`src/rx_acq_regs.vh`:
```
`ifndef RX_ACQ_REGS_VH
`define RX_ACQ_REGS_VH
// Register byte offsets
`define OFF_CTRL 8'h00
`define OFF_TASK 8'h04
`define OFF_STATUS 8'h08
`define OFF_DATA 8'h0c
`define OFF_BITDIV 8'h10
// Control fields
`define CTRL_DIR 0
`define CTRL_LEVACQ 1
`define CTRL_CLKACQ 2
`define CTRL_LEVSEL_LO 4
`define CTRL_BWSEL_LO 6
// Task codes
`define TASK_IDLE 3'h0
`define TASK_LOAD_SYNC 3'h1
`define TASK_SEARCH_HEAD 3'h2
`define TASK_SEARCH_SHORT 3'h3
`define TASK_READ_BLOCK 3'h4
// Timing counts in bit periods, block length in bytes, divider reset value
`define CLAMP_BITS 6'h01
`define LEV_SEARCH_BITS 6'h1c
`define LEV_TIMEOUT_BITS 6'h1e
`define CLK_SEARCH_BITS 6'h0e
`define WIDE_BITS 6'h10
`define MEDIUM_BITS 6'h1e
`define BLOCK_BYTES 5'h12
`define BITDIV_RESET 16'h61a8
`endif

```
`src/rx_acquisition_sequencer.v`:
```
// Chosen here: the address map and the AXI4-Lite interface to the registers.
`timescale 1ns/1ps
`include "rx_acq_regs.vh"
// Summary of operation
// - Interrupt after second sync byte taken
// - Head interrupt after sync found, decoded
// - Block interrupt after block and CRC
// - Idle automatically when no new task
// - Level: one bit clamp, then lossy peak
// - Early search keeps lossy peak until sync
// - Otherwise residual level after thirty bits
// - Residual level is the fixed LV_RESID mode
// - Early search keeps wide until sync
// - Otherwise wide sixteen bits, then medium
// - Medium thirty bits, then residual bandwidth
module rx_acquisition_sequencer
(
	input wire clk,
	input wire rst_n,
	input wire [7:0] s_axi_awaddr,
	input wire s_axi_awvalid,
	output wire s_axi_awready,
	input wire [31:0] s_axi_wdata,
	input wire [3:0] s_axi_wstrb,
	input wire s_axi_wvalid,
	output wire s_axi_wready,
	output reg [1:0] s_axi_bresp,
	output reg s_axi_bvalid,
	input wire s_axi_bready,
	input wire [7:0] s_axi_araddr,
	input wire s_axi_arvalid,
	output wire s_axi_arready,
	output reg [31:0] s_axi_rdata,
	output reg [1:0] s_axi_rresp,
	output reg s_axi_rvalid,
	input wire s_axi_rready,
	input wire sync_found,
	input wire head_check_ok,
	input wire address_match,
	input wire byte_done,
	input wire crc_ok,
	output reg host_irq_n,
	output reg [1:0] level_mode,
	output reg [1:0] bw_mode,
	output reg [2:0] active_task
);
	// Level modes and bandwidth modes
	localparam LV_CLAMP = 2'h0;
	localparam LV_LOSSY = 2'h1;
	localparam LV_RESID = 2'h2;
	localparam BW_WIDE = 2'h0;
	localparam BW_MED = 2'h1;
	localparam BW_RESID = 2'h2;
	localparam BW_IDLE = 2'h3;
	reg [2:0] sync_s1_q, sync_s2_q, sync_s3_q;
	reg sync_hi_q;
	wire sync_ev;
	reg [7:0] ctrl_q;
	reg [15:0] bitdiv_q;
	reg [15:0] div_cnt_q;
	wire bit_tick;
	reg [5:0] lev_cnt_q, clk_cnt_q;
	reg lev_search_q, clk_search_q, lev_on_q, clk_on_q;
	reg [4:0] byte_cnt_q;
	reg address_match_flag_q, head_check_flag_q, crc_flag_q;
	reg [7:0] sync_byte_q [0:1];
	reg aw_q, w_q;
	reg [7:0] awaddr_q;
	reg [31:0] wdata_q;
	reg [3:0] wstrb_q;
	wire wr_go;
	wire task_wr;
	wire ctrl_wr;
	wire search_wr;
	reg byte_ev_q, byte_hi_q;
	// Write channel capture, either order
	assign s_axi_awready = !aw_q && !s_axi_bvalid;
	assign s_axi_wready = !w_q && !s_axi_bvalid;
	assign wr_go = aw_q && w_q && !s_axi_bvalid;
	assign s_axi_arready = !s_axi_rvalid;
	assign task_wr = wr_go && awaddr_q == `OFF_TASK && wstrb_q[0];
	assign ctrl_wr = wr_go && awaddr_q == `OFF_CTRL && wstrb_q[0];
	assign search_wr = task_wr && (wdata_q[2:0] == `TASK_SEARCH_HEAD ||
		wdata_q[2:0] == `TASK_SEARCH_SHORT);
	always @(posedge clk)
	begin
		if (!rst_n)
		begin
			aw_q <= 1'b0;
			w_q <= 1'b0;
			awaddr_q <= 8'h00;
			wdata_q <= 32'h0;
			wstrb_q <= 4'h0;
			s_axi_bvalid <= 1'b0;
			s_axi_bresp <= 2'h0;
		end
		else
		begin
			if (s_axi_awvalid && s_axi_awready)
			begin
				aw_q <= 1'b1;
				awaddr_q <= s_axi_awaddr;
			end
			if (s_axi_wvalid && s_axi_wready)
			begin
				w_q <= 1'b1;
				wdata_q <= s_axi_wdata;
				wstrb_q <= s_axi_wstrb;
			end
			if (wr_go)
			begin
				aw_q <= 1'b0;
				w_q <= 1'b0;
				s_axi_bvalid <= 1'b1;
				s_axi_bresp <= (awaddr_q <= `OFF_BITDIV &&
					awaddr_q[1:0] == 2'h0) ? 2'h0 : 2'h2;
			end
			else if (s_axi_bvalid && s_axi_bready)
				s_axi_bvalid <= 1'b0;
		end
	end
	// Read channel
	always @(posedge clk)
	begin
		if (!rst_n)
		begin
			s_axi_rvalid <= 1'b0;
			s_axi_rdata <= 32'h0;
			s_axi_rresp <= 2'h0;
		end
		else if (s_axi_arvalid && s_axi_arready)
		begin
			s_axi_rvalid <= 1'b1;
			s_axi_rresp <= 2'h0;
			case (s_axi_araddr)
			`OFF_CTRL: s_axi_rdata <= {24'h0, ctrl_q};
			`OFF_TASK: s_axi_rdata <= {29'h0, active_task};
			`OFF_STATUS: s_axi_rdata <= {19'h0, byte_cnt_q,
				bw_mode, level_mode, 1'b0, crc_flag_q,
				head_check_flag_q, address_match_flag_q};
			`OFF_DATA: s_axi_rdata <= {16'h0, sync_byte_q[1],
				sync_byte_q[0]};
			`OFF_BITDIV: s_axi_rdata <= {16'h0, bitdiv_q};
			default:
			begin
				s_axi_rdata <= 32'h0;
				s_axi_rresp <= 2'h2;
			end
			endcase
		end
		else if (s_axi_rready)
			s_axi_rvalid <= 1'b0;
	end
	// Pin synchronisers for demodulator events
	always @(posedge clk)
	begin
		if (!rst_n)
		begin
			sync_s1_q <= 3'h0;
			sync_s2_q <= 3'h0;
			sync_s3_q <= 3'h0;
			sync_hi_q <= 1'b0;
			byte_hi_q <= 1'b0;
		end
		else
		begin
			sync_s1_q <= {byte_done, sync_found, 1'b0};
			sync_s2_q <= sync_s1_q;
			sync_s3_q <= sync_s2_q;
			if (sync_s2_q[1] == sync_s3_q[1])
				sync_hi_q <= sync_s3_q[1];
			if (sync_s2_q[2] == sync_s3_q[2])
				byte_hi_q <= sync_s3_q[2];
		end
	end
	assign sync_ev = sync_s2_q[1] && sync_s3_q[1] && !sync_hi_q;
	always @(posedge clk)
	begin
		if (!rst_n)
			byte_ev_q <= 1'b0;
		else
			byte_ev_q <= sync_s2_q[2] && sync_s3_q[2] && !byte_hi_q;
	end
	// Bit period divider, restarted by acquisition writes
	assign bit_tick = div_cnt_q == 16'h0;
	always @(posedge clk)
	begin
		if (!rst_n)
			div_cnt_q <= `BITDIV_RESET;
		else if (ctrl_wr && (wdata_q[`CTRL_LEVACQ] ||
			wdata_q[`CTRL_CLKACQ]))
			div_cnt_q <= bitdiv_q;
		else if (bit_tick)
			div_cnt_q <= bitdiv_q;
		else
			div_cnt_q <= div_cnt_q - 16'h1;
	end
	// Control and divider registers
	always @(posedge clk)
	begin
		if (!rst_n)
		begin
			ctrl_q <= 8'h00;
			bitdiv_q <= `BITDIV_RESET;
			sync_byte_q[0] <= 8'h00;
			sync_byte_q[1] <= 8'h00;
		end
		else
		begin
			// Residual selections kept, command bits self-clear
			if (ctrl_wr)
				ctrl_q <= {wdata_q[7:4], 3'h0, wdata_q[`CTRL_DIR]};
			if (wr_go && awaddr_q == `OFF_BITDIV)
				bitdiv_q <= wdata_q[15:0];
			if (wr_go && awaddr_q == `OFF_DATA)
			begin
				sync_byte_q[0] <= wdata_q[7:0];
				sync_byte_q[1] <= wdata_q[15:8];
			end
		end
	end
	// Level acquisition sequence
	always @(posedge clk)
	begin
		if (!rst_n)
		begin
			lev_cnt_q <= 6'h0;
			lev_search_q <= 1'b0;
			lev_on_q <= 1'b0;
			level_mode <= LV_RESID;
		end
		else if (ctrl_wr && wdata_q[`CTRL_LEVACQ])
		begin
			lev_cnt_q <= 6'h0;
			lev_search_q <= 1'b0;
			lev_on_q <= 1'b1;
			level_mode <= LV_CLAMP;
		end
		else if (lev_on_q)
		begin
			if (search_wr && lev_cnt_q <= `LEV_SEARCH_BITS)
				lev_search_q <= 1'b1;
			if (bit_tick && lev_cnt_q != 6'h3f)
				lev_cnt_q <= lev_cnt_q + 6'h1;
			if (level_mode == LV_CLAMP && bit_tick &&
				lev_cnt_q + 6'h1 >= `CLAMP_BITS)
				level_mode <= LV_LOSSY;
			else if (level_mode == LV_LOSSY)
			begin
				if (lev_search_q && sync_ev)
				begin
					level_mode <= LV_RESID;
					lev_on_q <= 1'b0;
				end
				else if (!lev_search_q && bit_tick &&
					lev_cnt_q + 6'h1 >= `LEV_TIMEOUT_BITS)
				begin
					level_mode <= LV_RESID;
					lev_on_q <= 1'b0;
				end
			end
		end
	end
	// Clock acquisition sequence
	always @(posedge clk)
	begin
		if (!rst_n)
		begin
			clk_cnt_q <= 6'h0;
			clk_search_q <= 1'b0;
			clk_on_q <= 1'b0;
			bw_mode <= BW_RESID;
		end
		else if (ctrl_wr && wdata_q[`CTRL_CLKACQ])
		begin
			clk_cnt_q <= 6'h0;
			clk_search_q <= 1'b0;
			clk_on_q <= 1'b1;
			bw_mode <= BW_WIDE;
		end
		else if (clk_on_q)
		begin
			if (search_wr && clk_cnt_q <= `CLK_SEARCH_BITS &&
				bw_mode == BW_WIDE)
				clk_search_q <= 1'b1;
			if (bit_tick)
				clk_cnt_q <= clk_cnt_q + 6'h1;
			case (bw_mode)
			BW_WIDE:
				if ((clk_search_q && sync_ev) || (!clk_search_q &&
					bit_tick && clk_cnt_q + 6'h1 >= `WIDE_BITS))
				begin
					bw_mode <= BW_MED;
					clk_cnt_q <= 6'h0;
				end
			BW_MED:
				if (bit_tick && clk_cnt_q + 6'h1 >= `MEDIUM_BITS)
				begin
					bw_mode <= BW_RESID;
					clk_on_q <= 1'b0;
				end
			default: clk_on_q <= 1'b0;
			endcase
		end
	end
	// Task flow and host interrupt
	always @(posedge clk)
	begin
		if (!rst_n)
		begin
			active_task <= `TASK_IDLE;
			host_irq_n <= 1'b1;
			byte_cnt_q <= 5'h0;
			address_match_flag_q <= 1'b0;
			head_check_flag_q <= 1'b0;
			crc_flag_q <= 1'b0;
		end
		else if (task_wr)
		begin
			active_task <= wdata_q[2:0];
			byte_cnt_q <= 5'h0;
			host_irq_n <= 1'b1;
		end
		else
		begin
			if (s_axi_arvalid && s_axi_arready &&
				s_axi_araddr == `OFF_STATUS)
				host_irq_n <= 1'b1;
			case (active_task)
			`TASK_LOAD_SYNC:
				if (byte_ev_q)
				begin
					byte_cnt_q <= byte_cnt_q + 5'h1;
					if (byte_cnt_q == 5'h1)
					begin
						host_irq_n <= 1'b0;
						active_task <= `TASK_IDLE;
					end
				end
			`TASK_SEARCH_HEAD, `TASK_SEARCH_SHORT:
				if (sync_ev)
				begin
					address_match_flag_q <= address_match;
					head_check_flag_q <= head_check_ok;
					host_irq_n <= 1'b0;
					active_task <= `TASK_IDLE;
				end
			`TASK_READ_BLOCK:
				if (byte_ev_q)
				begin
					byte_cnt_q <= byte_cnt_q + 5'h1;
					if (byte_cnt_q + 5'h1 == `BLOCK_BYTES)
					begin
						crc_flag_q <= crc_ok;
						host_irq_n <= 1'b0;
						active_task <= `TASK_IDLE;
					end
				end
			default: active_task <= `TASK_IDLE;
			endcase
		end
	end
endmodule

```
`config.mk`:
```
export PLATFORM = sky130hd
export DESIGN_NAME = rx_acquisition_sequencer
export DESIGN_NICKNAME = d
export VERILOG_FILES = /design/src/rx_acquisition_sequencer.v
export VERILOG_INCLUDE_DIRS = /design/src
export SDC_FILE = /design/constraint.sdc
export NUM_CORES = 1
export LEC_CHECK = 0
export ABC_AREA = 1
export BUFFER_PORTS_ARGS = -buffer_cell sky130_fd_sc_hd__buf_2
export CAP_MARGIN = 40
export CORE_ASPECT_RATIO = 0.5
export CORE_UTILIZATION = 45
export CTS_BUF_LIST = sky130_fd_sc_hd__clkbuf_2 sky130_fd_sc_hd__clkbuf_4 sky130_fd_sc_hd__clkbuf_8
export DETAILED_ROUTE_END_ITERATION = 16
export PLACE_DENSITY = 0.66
export SYNTH_ARGS = -nofsm -noshare
export SYNTH_HDL_FRONTEND = slang
export SYNTH_SLANG_ARGS = --single-unit
export TNS_END_PERCENT = 50
```
`constraint.sdc`:
```
create_clock -name clk -period 4.9 [get_ports clk]
set_input_delay 0.49 -clock clk [delete_from_list [all_inputs] [get_ports clk]]
set_output_delay 0.49 -clock clk [all_outputs]
set_load 0.05 [all_outputs]
```
# Yosys cells after proc, flatten, opt, wreduce, memory -nomap -nowiden
# Memory sizes are Yosys's and may differ from the RTL's.
# Index checks and enable logic that the tools add are counted.
[totals]
register_bits = 146
latch_bits = 0
mem_bits_rw = 16
mem_bits_ro = 0
inputBits = 64
out_inout_bits = 49
word_cells = 216
memories = 1
[op_classes]
addsub = 4
mul = 0
div = 0
magnitude_cmp = 7
n_eq_ne = 29
n_shift = 0
muxes = 53
bitwise = 4
n_reduce_logical = 82
[memory_table]
columns = ["name", "words", "word_bits", "rd", "rd_clocked_by_memory_dff", "wr", "line", "text"]
rows = [
  ["sync_byte_q", 2, 8, 2, 0, 2, "rx_acquisition_sequencer.v:66", "reg [7:0] sync_byte_q [0:1];"],
]
[ops]
columns = ["op", "n"]
rows = [
  ["16-bit one-hot mux with 5 select lines", 1],
  ["1-bit logical AND", 37],
  ["16-bit two-way mux", 2],
  ["8-bit by 4-bit equality test with 1-bit output (second input constant)", 3],
  ["2-bit two-way mux", 12],
  ["1-bit two-way mux", 23],
  ["6-bit by 5-bit >= comparator with 1-bit output (second input constant)", 3],
  ["3-bit two-way mux", 6],
  ["6-bit two-way mux", 3],
  ["3-bit != test (second input constant)", 6],
  ["8-bit by 3-bit equality test with 1-bit output (second input constant)", 2],
  ["8-bit by 5-bit equality test with 1-bit output (second input constant)", 2],
  ["16-bit logical NOT", 1],
  ["8-bit logical NOT", 2],
  ["8-bit two-way mux", 2],
  ["16-bit by 1-bit subtractor with 16-bit output (second input constant)", 1],
  ["6-bit by 1-bit adder with 6-bit output (second input constant)", 2],
  ["3-bit by 2-bit equality test with 1-bit output (second input constant)", 4],
  ["4-bit AND reduction", 3],
  ["2-bit nonzero test", 6],
  ["2-bit OR reduction", 6],
  ["3-bit one-hot mux with 3 select lines", 1],
  ["3-bit AND reduction", 3],
  ["3-bit nonzero test", 3],
  ["other kinds (27)", 45],
]

# Longest topological paths before layout
# Gate-level depths: netlist of run 1.
[logic_depth]
word_depth = 9
ltp_mapped = 13
depth_no_buf = 13

# Least setup slack after synthesis of run 1
# Ideal clock, no wire load.
[synth_timing]
path_kind = "reg2reg"
startpoint = "register s_axi_bvalid"
endpoint = "register wdata_q[15]"
setup_time_ns = 0.128
arrival_ns = 1.975
required_time_ns = 4.772
slack_ns = 2.796
stages_incl_launch_ff = 6
n_path_buf = 1
period_less_slack_ns = 2.104
path_cell_list = "dfxtp_1 > nor2_1 > nand2_1 > clkbuf_1 > o21ai_0 > a21oi_1"
[synth_between]
elab_chain_len = 3
[synth_rtl]
columns = ["item", "line", "text"]
rows = [
  ["start: declaration", "rx_acquisition_sequencer.v:28", "output reg s_axi_bvalid,"],
  ["start signal: assignment", "rx_acquisition_sequencer.v:94", "s_axi_bvalid <= 1'b0;"],
  ["start signal: assignment", "rx_acquisition_sequencer.v:114", "s_axi_bvalid <= 1'b1;"],
  ["start signal: assignment", "rx_acquisition_sequencer.v:119", "s_axi_bvalid <= 1'b0;"],
  ["1-bit logical NOT", "rx_acquisition_sequencer.v:78", "assign s_axi_wready = !w_q && !s_axi_bvalid;"],
  ["1-bit logical AND", "rx_acquisition_sequencer.v:78", ""],
  ["via s_axi_wready", "rx_acquisition_sequencer.v:26", "output wire s_axi_wready,"],
  ["1-bit logical AND", "rx_acquisition_sequencer.v:104", "if (s_axi_wvalid && s_axi_wready)"],
  ["end signal: assignment", "rx_acquisition_sequencer.v:107", "wdata_q <= s_axi_wdata;"],
  ["end: declaration", "rx_acquisition_sequencer.v:69", "reg [31:0] wdata_q;"],
]
# The timed path passes the listed nets, and every way through them passes these cells.
# A chain may end at the register's enable or synchronous reset.

# Final worst setup path of run 1
[layout_timing]
startpoint = "register div_cnt_q[0]"
endpoint = "register div_cnt_q[11]"
[layout_between]
elab_chain_len = 3
word_cells_on_any_way = 4
cone_classes = "1 x add/sub; 2 x mux; 1 x reduce/logical"
[layout_rtl]
columns = ["item", "line", "text"]
rows = [
  ["start: declaration", "rx_acquisition_sequencer.v:60", "reg [15:0] div_cnt_q;"],
  ["start signal: assignment", "rx_acquisition_sequencer.v:189", "div_cnt_q <= `BITDIV_RESET;"],
  ["start signal: assignment", "rx_acquisition_sequencer.v:192", "div_cnt_q <= bitdiv_q;"],
  ["start signal: assignment", "rx_acquisition_sequencer.v:194", "div_cnt_q <= bitdiv_q;"],
  ["16-bit by 1-bit subtractor with 16-bit output or 16-bit logical NOT (tied branches)", "rx_acquisition_sequencer.v:196, rx_acquisition_sequencer.v:185", ""],
  ["16-bit two-way mux *", "rx_acquisition_sequencer.v:193", "else if (bit_tick)"],
  ["16-bit two-way mux *", "rx_acquisition_sequencer.v:190", "else if (ctrl_wr && (wdata_q[`CTRL_LEVACQ] ||"],
]
# Every way passes the cells marked *; elsewhere a longest branch is shown, timed or not.

==> impl_metrics.toml, run 1 <==
[clock_tree]
h-tree-depth = 4
cts_num_sinks = 141
clk_latency_ns = 0.44
cts_setup_buffers = 0
cts_tree = "built"
cts.path.max_buffers = 2
clk_root_buffer_cell = "clkbuf_8"
holdBufCountCts = 0
clk_pin_slew_worst_paths_ns = 0.09
cts_buffers = 17
cts_resized = 0

[synth]
synth-seq-area-share_pct = 44.92
synth_ff_type = "dfxtp_1"
async_flop_share_pct = 0
synth_edf_count = 16
yosys-top-cells-area = "dfxtp_1 (38%), nand2_1 (11%), edfxtp_1 (7.2%)"
synth_top_area_cell = "dfxtp_1"
synth_area_sq_um = 6640
synthCells = 878
synth.top_cell.area_share_pct = 37.69
synth.distinct_cells = 45
synth_warnings = 0
synth-seq-cells = 141
avgSynthCellArea_sq_um = 7.563

[critical_path]
crit_chain = "inv_1 > ha_1 > nand3_1 > nor2_4 > nand2_4 > nand3_4 > inv_2 > o21ai_0 > a21oi_1"
reg2reg_to = "div_cnt_q[11]"
critPathLaunchType = "register"
cp-end-kind = "register"
worstPathMaxFanout = 19
slowest_stage = "o21ai_0"
r2r_cells = 9
r2r_slack_ns = 2.84
worstPathArrival_ns = 2.37
reg2reg_from = "div_cnt_q[0]"
crit_start = "div_cnt_q[0]"
critPathMaxStageDelay_ns = 0.35
cp.required_ns = 5.21
cp-endpoint = "div_cnt_q[11]"
worstSetupPathType = "reg2reg"

[global_routing]
grt_pass1_wl_mm = 25.49
grt_usage_pct = 21.41
antenna_found_initial = 0
grt_max_degree = 50
grt_pass1_vias = 5148
grt.overflow.total = 0

[routing]
wire_per_inst_microns = 13.57
route.detailed.drc = 0
detail-route-antenna-nets = 0
vias = 5805
drtIter0Drc = 430
first_pass_iters = 5
finalWirelength_mm = 15.64
vias_per_cell = 5.035

[placement]
hpwlAfterDp_mm = 11.48
post-place-ws_ns = 2.480
io_buffers = 75
place_congestion = 0.9376

[sta]
slew_headroom_pct = 54.16
setup_tns_ns = 0
finalWorstSetupSlack_ns = 2.843
worst_pin_slew_ns = 0.6859
min_period_ns = 2.057
skew_ns = 0.01697
finalSetupViolCount = 0
max_freq_mhz = 486.1
rsz0062_at_grt = "no"
final-max-slew-violation-count = 0
timing.final.crit_share_pct = 41.98
hold_viol_final = 0

[power_and_ir_drop]
vdd_ir_drop_max_mv = 0.1732
power_w = 0.002426
powerDensity_nw_per_um2 = 323.2
p_leak_nw = 3.215

[finish]
layout_commonest_cell = "nand2_1"
areaGrowthSynthToFinish_pct = 13.04
fillCellCount = 1390
final_cell_mix = "nand2_1 (191), dfxtp_1 (125), inv_1 (97)"
fin_nets = 1023
drive_gt1_share_pct = 15.82
antennaDiodeCount = 0

[die]
start_util_pct = 47.55
core_area_sq_um = 13960
ios = 113
fp-row-count = 30
die_w_microns = 173.8
die_h_microns = 87.90
die_area_sq_um = 15280

[min_path]
hp-class = "in2reg"

[run]
cap_violations = 0

[status]
status = "finished, final reports clean"
==> cell type report <==
cell class	instances	area, sq um	share of cell area [%]
clock buffer	17	234.0	3.117
inverter	102	382.9	5.101
timing repair buffer	79	425.4	5.668
tap	192	240.2	3.201
multi-input combinational	607	3078	41.01
sequential	141	2983	39.74
clock inverter	15	162.7	2.167
==> cells in the mapped netlist (2+ instances only) <==
master,n
a211oi_1,7
a21oi_1,89
a22o_1,2
a31oi_1,2
buf_1,2
buf_2,4
buf_4,19
buf_6,2
clkbuf_1,18
dfxtp_1,125
edfxtp_1,16
ha_1,11
inv_1,97
inv_2,5
nand2_1,191
nand2_2,5
nand2_4,2
nand3_1,35
nand3_2,4
nand3b_1,2
nand4_1,11
nor2_1,85
nor2_2,5
nor2_4,11
nor3_1,14
o211ai_1,9
o21a_1,3
o21ai_0,67
o21ai_1,2
o221ai_1,2
o22ai_1,3
or2_2,2
xnor2_1,3
xor2_1,12
==> per-stage QoR <==
stage	hold WS [ns]	std cells	cell area, sq um	utilization (%)
after floorplan	0.3895	895	6704	-
after global placement	0.3929	1120	7082	50.72
after detailed placement	0.4010	1121	7109	50.91
after CTS	0.2070	1153	7506	53.75
after global routing	0.2164	1153	7506	53.75
final	0.2257	1153	7506	53.75
==> sequential cells by signal, summed over array words and instances, names as in the netlist, 3 cells and up <==
signal and cells:
s_axi_rdata 16, active_task 3, clk_cnt_q 6, ctrl_q 5, div_cnt_q 16, wdata_q 16
sync_byte_q 16, awaddr_q 8, bitdiv_q 16, byte_cnt_q 5, lev_cnt_q 6
==> cell families (layout without fill, tap and decap cells) <==
kind of cell / Yosys count / count (layout) / synth area share, %
buffers and inverters: 147 / 213 / 9.685
XOR/XNOR: 15 / 15 / 1.979
flip-flops: 141 / 141 / 44.92
AO/OA/AOI/OAI: 190 / 190 / 15.68
AND/OR/NAND/NOR: 373 / 373 / 25.61
other: 1 / 18 / 0.05647
adder cells (fa/ha/maj): 11 / 11 / 2.073
==> per-layer routing <==
metal  track usage (%)  wire length (microns)  up-vias
met5                 0                      0        -
met4             7.018                    175        0
met3             3.559                    793       16
met2             31.96                   6243      144
met1             31.44                   8430     2660
li1                  -                      -     2985
==> worst min path at each step <==
stage                 start            to  slack, ns  depth (start not counted)
2_1_floorplan     byte_hi_q     byte_ev_q       0.39                          1
3_3_place_gp   sync_s1_q[1]  sync_s2_q[1]       0.39                          2
3_5_place_dp   sync_s1_q[2]  sync_s2_q[2]       0.40                          2
4_1_cts           byte_done  sync_s1_q[2]       0.21                          3
5_1_grt          sync_found  sync_s1_q[1]       0.22                          3
6_report          byte_done  sync_s1_q[2]       0.23                          3
==> power breakdown <==
part | internal (W) | switching (W)
Sequential | 0.00121 | 0.0000244
Clock | 0.000432 | 0.000525
Combinational | 0.0000673 | 0.000170
Total | 0.00171 | 0.000720
==> worst max-delay path: cells and delay by family (launching register included) <==
family	cells	cell delay [ns]
simple gates	4	0.69
flops	1	0.33
compound gates	2	0.42
buf+inv	2	0.29
fa+ha+maj	1	0.21
Power figures use the tool's default switching activity.
==> run 2: changes to the inputs <==
==> constraint.sdc (replaced) <==
create_clock -name clk -period 1.9 [get_ports clk]
set_input_delay 0.19 -clock clk [delete_from_list [all_inputs] [get_ports clk]]
set_output_delay 0.19 -clock clk [all_outputs]
set_load 0.05 [all_outputs]
==> run 2 against run 1 <==
Against the previous run: flip-flop and latch count is the same; non-clock buffer count grew 27; die area is the same; via count rose by 1.2%; critical endpoint is now div_cnt_q[12]; largest power group unchanged.
==> impl_metrics.toml, run 2 (synthesis gave the netlist of run 1 again) <==
[status]
status = "finished, final reports clean"

[sta]
skew_ns = 0.02064
slew_headroom_pct = 66.40
min_period_ns = 1.721
finalSetupViolCount = 0
timing.final.crit_share_pct = 90.56
hold_viol_final = 0
rsz0062_at_grt = "no"
max_freq_mhz = 581.2
worst_pin_slew_ns = 0.5034
final-max-slew-violation-count = 0
hold_ws_ns = 0.008350

[die]
start_util_pct = 47.55
fp-row-count = 30
core_area_sq_um = 13960
die_w_microns = 173.8
die_h_microns = 87.90
ios = 113
die_area_sq_um = 15280

[global_routing]
grt_pass1_vias = 5384
grt_pass1_wl_mm = 26.39
grt.overflow.total = 0
grt_max_degree = 36
antenna_found_initial = 0
grt_usage_pct = 22.17

[clock_tree]
cts_buffers = 17
cts_tree = "built"
cts.path.max_buffers = 2
cts_resized = 0
cts_num_sinks = 141
clk_latency_ns = 0.47
clk_pin_slew_worst_paths_ns = 0.10
clk_root_buffer_cell = "clkbuf_8"
h-tree-depth = 4

[routing]
finalWirelength_mm = 16.02
vias_per_cell = 4.981
route.detailed.drc = 0
drtIter0Drc = 413
vias = 5877
detail-route-antenna-nets = 0
wire_per_inst_microns = 13.57
first_pass_iters = 5

[placement]
hpwlAfterDp_mm = 11.94
place_congestion = 0.8536
io_buffers = 75

[run]
cap_violations = 0

[critical_path]
slowest_stage = "dfxtp_1"
cp.required_ns = 2.24
worstPathMaxFanout = 14
critPathMaxStageDelay_ns = 0.35
worstPathArrival_ns = 2.06
cp-end-kind = "register"
critPathLaunchType = "register"
worstSetupPathType = "reg2reg"
crit_chain = "nor2_4 > nand3_2 > nor2_4 > nand3_2 > nand3_4 > inv_2 > o21ai_0 > a21oi_1"

[power_and_ir_drop]
clkPwrFrac_pct = 38.8
powerDensity_nw_per_um2 = 803.7
power.share.combinational_pct = 10.2
internal_power_w = 0.004300
swShare_pct = 30.92
p_leak_nw = 3.321
seqPwrFrac_pct = 51.0
vdd_ir_drop_max_mv = 0.3794
switchingPower_w = 0.001924

[finish]
post-route-util_pct = 55.47
fillCellCount = 1313
antennaDiodeCount = 0
areaGrowthSynthToFinish_pct = 16.64
drive_gt1_share_pct = 16.80
fin_nets = 1050
multi_input_area_sq_um = 3080
final_cell_mix = "nand2_1 (191), dfxtp_1 (125), inv_1 (97)"
regArea_sq_um = 2983
layout_commonest_cell = "nand2_1"

[min_path]
hp-class = "in2reg"
## run 2: path summary, 6_finish.rpt
| kind | start | endpoint | slack (ns) | depth (start not counted) |
|---|---|---|---|---|
| worst min-delay path | s_axi_awaddr[3] | awaddr_q[3] | 0.008 | 3 |
| worst max register to register | awaddr_q[0] | div_cnt_q[12] | 0.18 | 8 |
| worst min register to register | byte_hi_q | byte_ev_q | 0.41 | 1 |
| worst max-delay path | awaddr_q[0] | div_cnt_q[12] | 0.18 | 8 |
## run 2: metrics by stage
step / instances / setup WS, ns / TNS (ns) / instance area, sq um / power [W]
after floorplan: 895 / -0.09684 / -0.5383 / 6706 / 0.003717
after detailed placement: 1134 / 0.2130 / 0 / 7202 / 0.003853
after global routing: 1180 / 0.01066 / 0 / 7745 / 0.006516
final: 1180 / 0.1793 / 0 / 7745 / 0.006224
after global placement: 1134 / 0.2353 / 0 / 7202 / 0.003840
after CTS: 1180 / 0.1958 / 0 / 7745 / 0.006273
## run 2: layout make-up
type	instances	share of cell area [%]
clock buffers	17	3.021
well taps	192	3.102
multi-input cells	607	39.77
clock inverters	15	2.181
flip-flops and latches	141	38.51
repair buffers	106	8.465
inverters	102	4.943
## run 2: repair_timing
| action | 4_1_cts | 5_1_grt |
|---|---|---|
| buffers inserted | 0 | 0 |
| hold buffers | 14 | 0 |
| hold endpoints to repair | 14 | 0 |
## run 2: critical path: cells and delay by family, from the launching register on
family | cells | cell delay, ns
flops | 1 | 0.35
simple gates | 5 | 0.85
buf+inv | 1 | 0.14
compound gates | 2 | 0.26
## run 2: routing by layer
layer	track usage, %	share of wire [%]
met4	6.858	1.3
met1	31.11	51
met2	34.40	42
met3	4.688	5.3
met5	0	0
## run 2: power by group through the flow
stage	Clock, W	Combinational, W	Sequential, W
floorplan	0	0.000465	0.00325
global placement	0	0.000598	0.00324
detailed placement	0	0.000609	0.00324
CTS	0.00247	0.000633	0.00317
global route	0.00262	0.000709	0.00319
finish	0.00242	0.000632	0.00317
==> run 3: changes to the inputs <==
--- a/config.mk
+++ b/config.mk
@@ -9,11 +9,10 @@
 export ABC_AREA = 1
 export BUFFER_PORTS_ARGS = -buffer_cell sky130_fd_sc_hd__buf_2
 export CAP_MARGIN = 40
-export CORE_ASPECT_RATIO = 0.5
-export CORE_UTILIZATION = 45
+export CORE_ASPECT_RATIO = 1.2
+export CORE_UTILIZATION = 29
 export CTS_BUF_LIST = sky130_fd_sc_hd__clkbuf_2 sky130_fd_sc_hd__clkbuf_4 sky130_fd_sc_hd__clkbuf_8
 export DETAILED_ROUTE_END_ITERATION = 16
-export PLACE_DENSITY = 0.66
 export SYNTH_ARGS = -nofsm -noshare
 export SYNTH_HDL_FRONTEND = slang
 export SYNTH_SLANG_ARGS = --single-unit
==> run 3 against run 2 <==
Against the previous run: sequential share of layout area is 0.85 points lower; critical path depth is 4 higher; clock skew is 0.0098 ns lower; via count is 1.4% lower; critical path type unchanged; largest cell class unchanged.
==> impl_metrics.toml, run 3 (synthesis gave the netlist of run 1 again) <==
[clock_tree]
cts_buffers = 17
clk_pin_slew_worst_paths_ns = 0.08
cts_tree = "built"
cts_num_sinks = 141
cts.path.max_buffers = 2
clk_root_buffer_cell = "clkbuf_8"
h-tree-depth = 4
cts_resized = 0
clk_latency_ns = 0.45

[routing]
finalWirelength_mm = 16.57
detail-route-antenna-nets = 0
drtIter0Drc = 232
first_pass_iters = 5
route.detailed.drc = 0
wire_per_inst_microns = 13.04
vias_per_cell = 4.558
vias = 5793

[finish]
drive_gt1_share_pct = 17.24
areaGrowthSynthToFinish_pct = 19.26
layout_commonest_cell = "nand2_1"
antennaDiodeCount = 0
final_cell_mix = "nand2_1 (191), dfxtp_1 (125), inv_1 (97)"
post-route-cell-area_sq_um = 7919
fin_nets = 1054

[die]
core_area_sq_um = 22450
ios = 113
die_w_microns = 140.1
die_h_microns = 167.8
fp-row-count = 60
die_area_sq_um = 23510
start_util_pct = 29.58

[sta]
skew_ns = 0.01080
finalSetupViolCount = 0
worst_pin_slew_ns = 0.5506
hold_viol_final = 0
min_period_ns = 1.677
slew_headroom_pct = 63.25
final-max-slew-violation-count = 0
hold_ws_ns = 0.02329
setup_tns_ns = 0
max_freq_mhz = 596.5
rsz0062_at_grt = "no"
timing.final.crit_share_pct = 88.24

[critical_path]
critPathMaxStageDelay_ns = 0.32
worstPathArrival_ns = 2.01
cp_num_cells = 12
r2r_cells = 12
crit_chain = "inv_1 > ha_1 > nand3_1 > nor2_4 > nand2_4 > buf_4 > nor2_2 > nand2_2 > nand2_2 > nand2_1 > nand2_1 > a21oi_1"
cp.required_ns = 2.23
worstPathMaxFanout = 9
slowest_stage = "dfxtp_1"
cp-end-kind = "register"
cp_top_family = "simple AND/OR/NAND/NOR gates"
critPathLaunchType = "register"
worstSetupPathType = "reg2reg"
cp.buffers_inverters = 2

[power_and_ir_drop]
p_leak_nw = 3.367
powerDensity_nw_per_um2 = 823.3
vdd_ir_drop_max_mv = 0.5786

[status]
status = "finished, final reports clean"

[global_routing]
grtUsageMet2_pct = 24.89
top_usage_layer = "met2"
antenna_found_initial = 0
grt.overflow.total = 0
gr-usage-met1_pct = 17.44
grt_usage_pct = 14.69
grt_pass1_wl_mm = 26.97
grt_pass1_vias = 5405
grt_max_degree = 37
grt_use_met3_pct = 3.460

[min_path]
whs_path_depth = 3
hp-class = "in2reg"

[placement]
placed_cell_area_sq_um = 7363
io_buffers = 75
hpwlAfterDp_mm = 12.80
place_congestion = 0.8560

[run]
cap_violations = 0
[run 3: cell type report]
class                      instances  area, sq um
fill                            2374        14530
multi-input combinational        607         3080
sequential                       141         2983
timing repair buffer             110        678.2
inverter                         102        382.9
tap                              279        349.1
clock buffer                      19        249.0
clock inverter                    13        196.4
[run 3: power breakdown]
part,leakage (nW),switching [W],internal [W]
Clock,0.221,0.00113,0.00158
Combinational,1.96,0.000440,0.000195
Sequential,1.18,0.0000671,0.00311
Total,3.37,0.00164,0.00488
[run 3: path summary, 6_finish.rpt]
kind | from | to | slack, ns
max reg2reg | div_cnt_q[0] | bw_mode[0] | 0.22
max | div_cnt_q[0] | bw_mode[0] | 0.22
min | s_axi_wdata[7] | wdata_q[7] | 0.02
min reg2reg | sync_s1_q[1] | sync_s2_q[1] | 0.41
[run 3: worst register-to-register path: cells and delay by family, from the launching register on]
family / cells / cell delay [ns]
and+or+nand+nor: 8 / 0.74
buffers and inverters: 2 / 0.26
adders and majority gates: 1 / 0.18
DFF: 1 / 0.32
AOI/OAI and AO/OA: 1 / 0.06
[run 3: stage by stage]
step           setup slack, ns  power, W  util [%]  cells
6_report                0.2234  0.006519     35.28   1271
5_1_grt                0.04737  0.006811     35.28   1271
4_1_cts                 0.1927  0.006587     35.23   1270
3_5_place_dp            0.1347  0.003870     32.80   1228
3_3_place_gp            0.1794  0.003862     32.80   1228
2_1_floorplan         -0.09684  0.003717         -    895
[run 3: metal layers]
metal	routed length [microns]	share of wire, %
met4	491	3.0
met2	8016	48
met3	552	3.3
met5	0	0
met1	7513	45
[run 3: timing repair]
item | in CTS | in global routing
hold buffers | 10 | 1
setup endpoints to repair | 0 | 0
endpoints found under the hold margin | 10 | 1
buffers inserted | 0 | 0
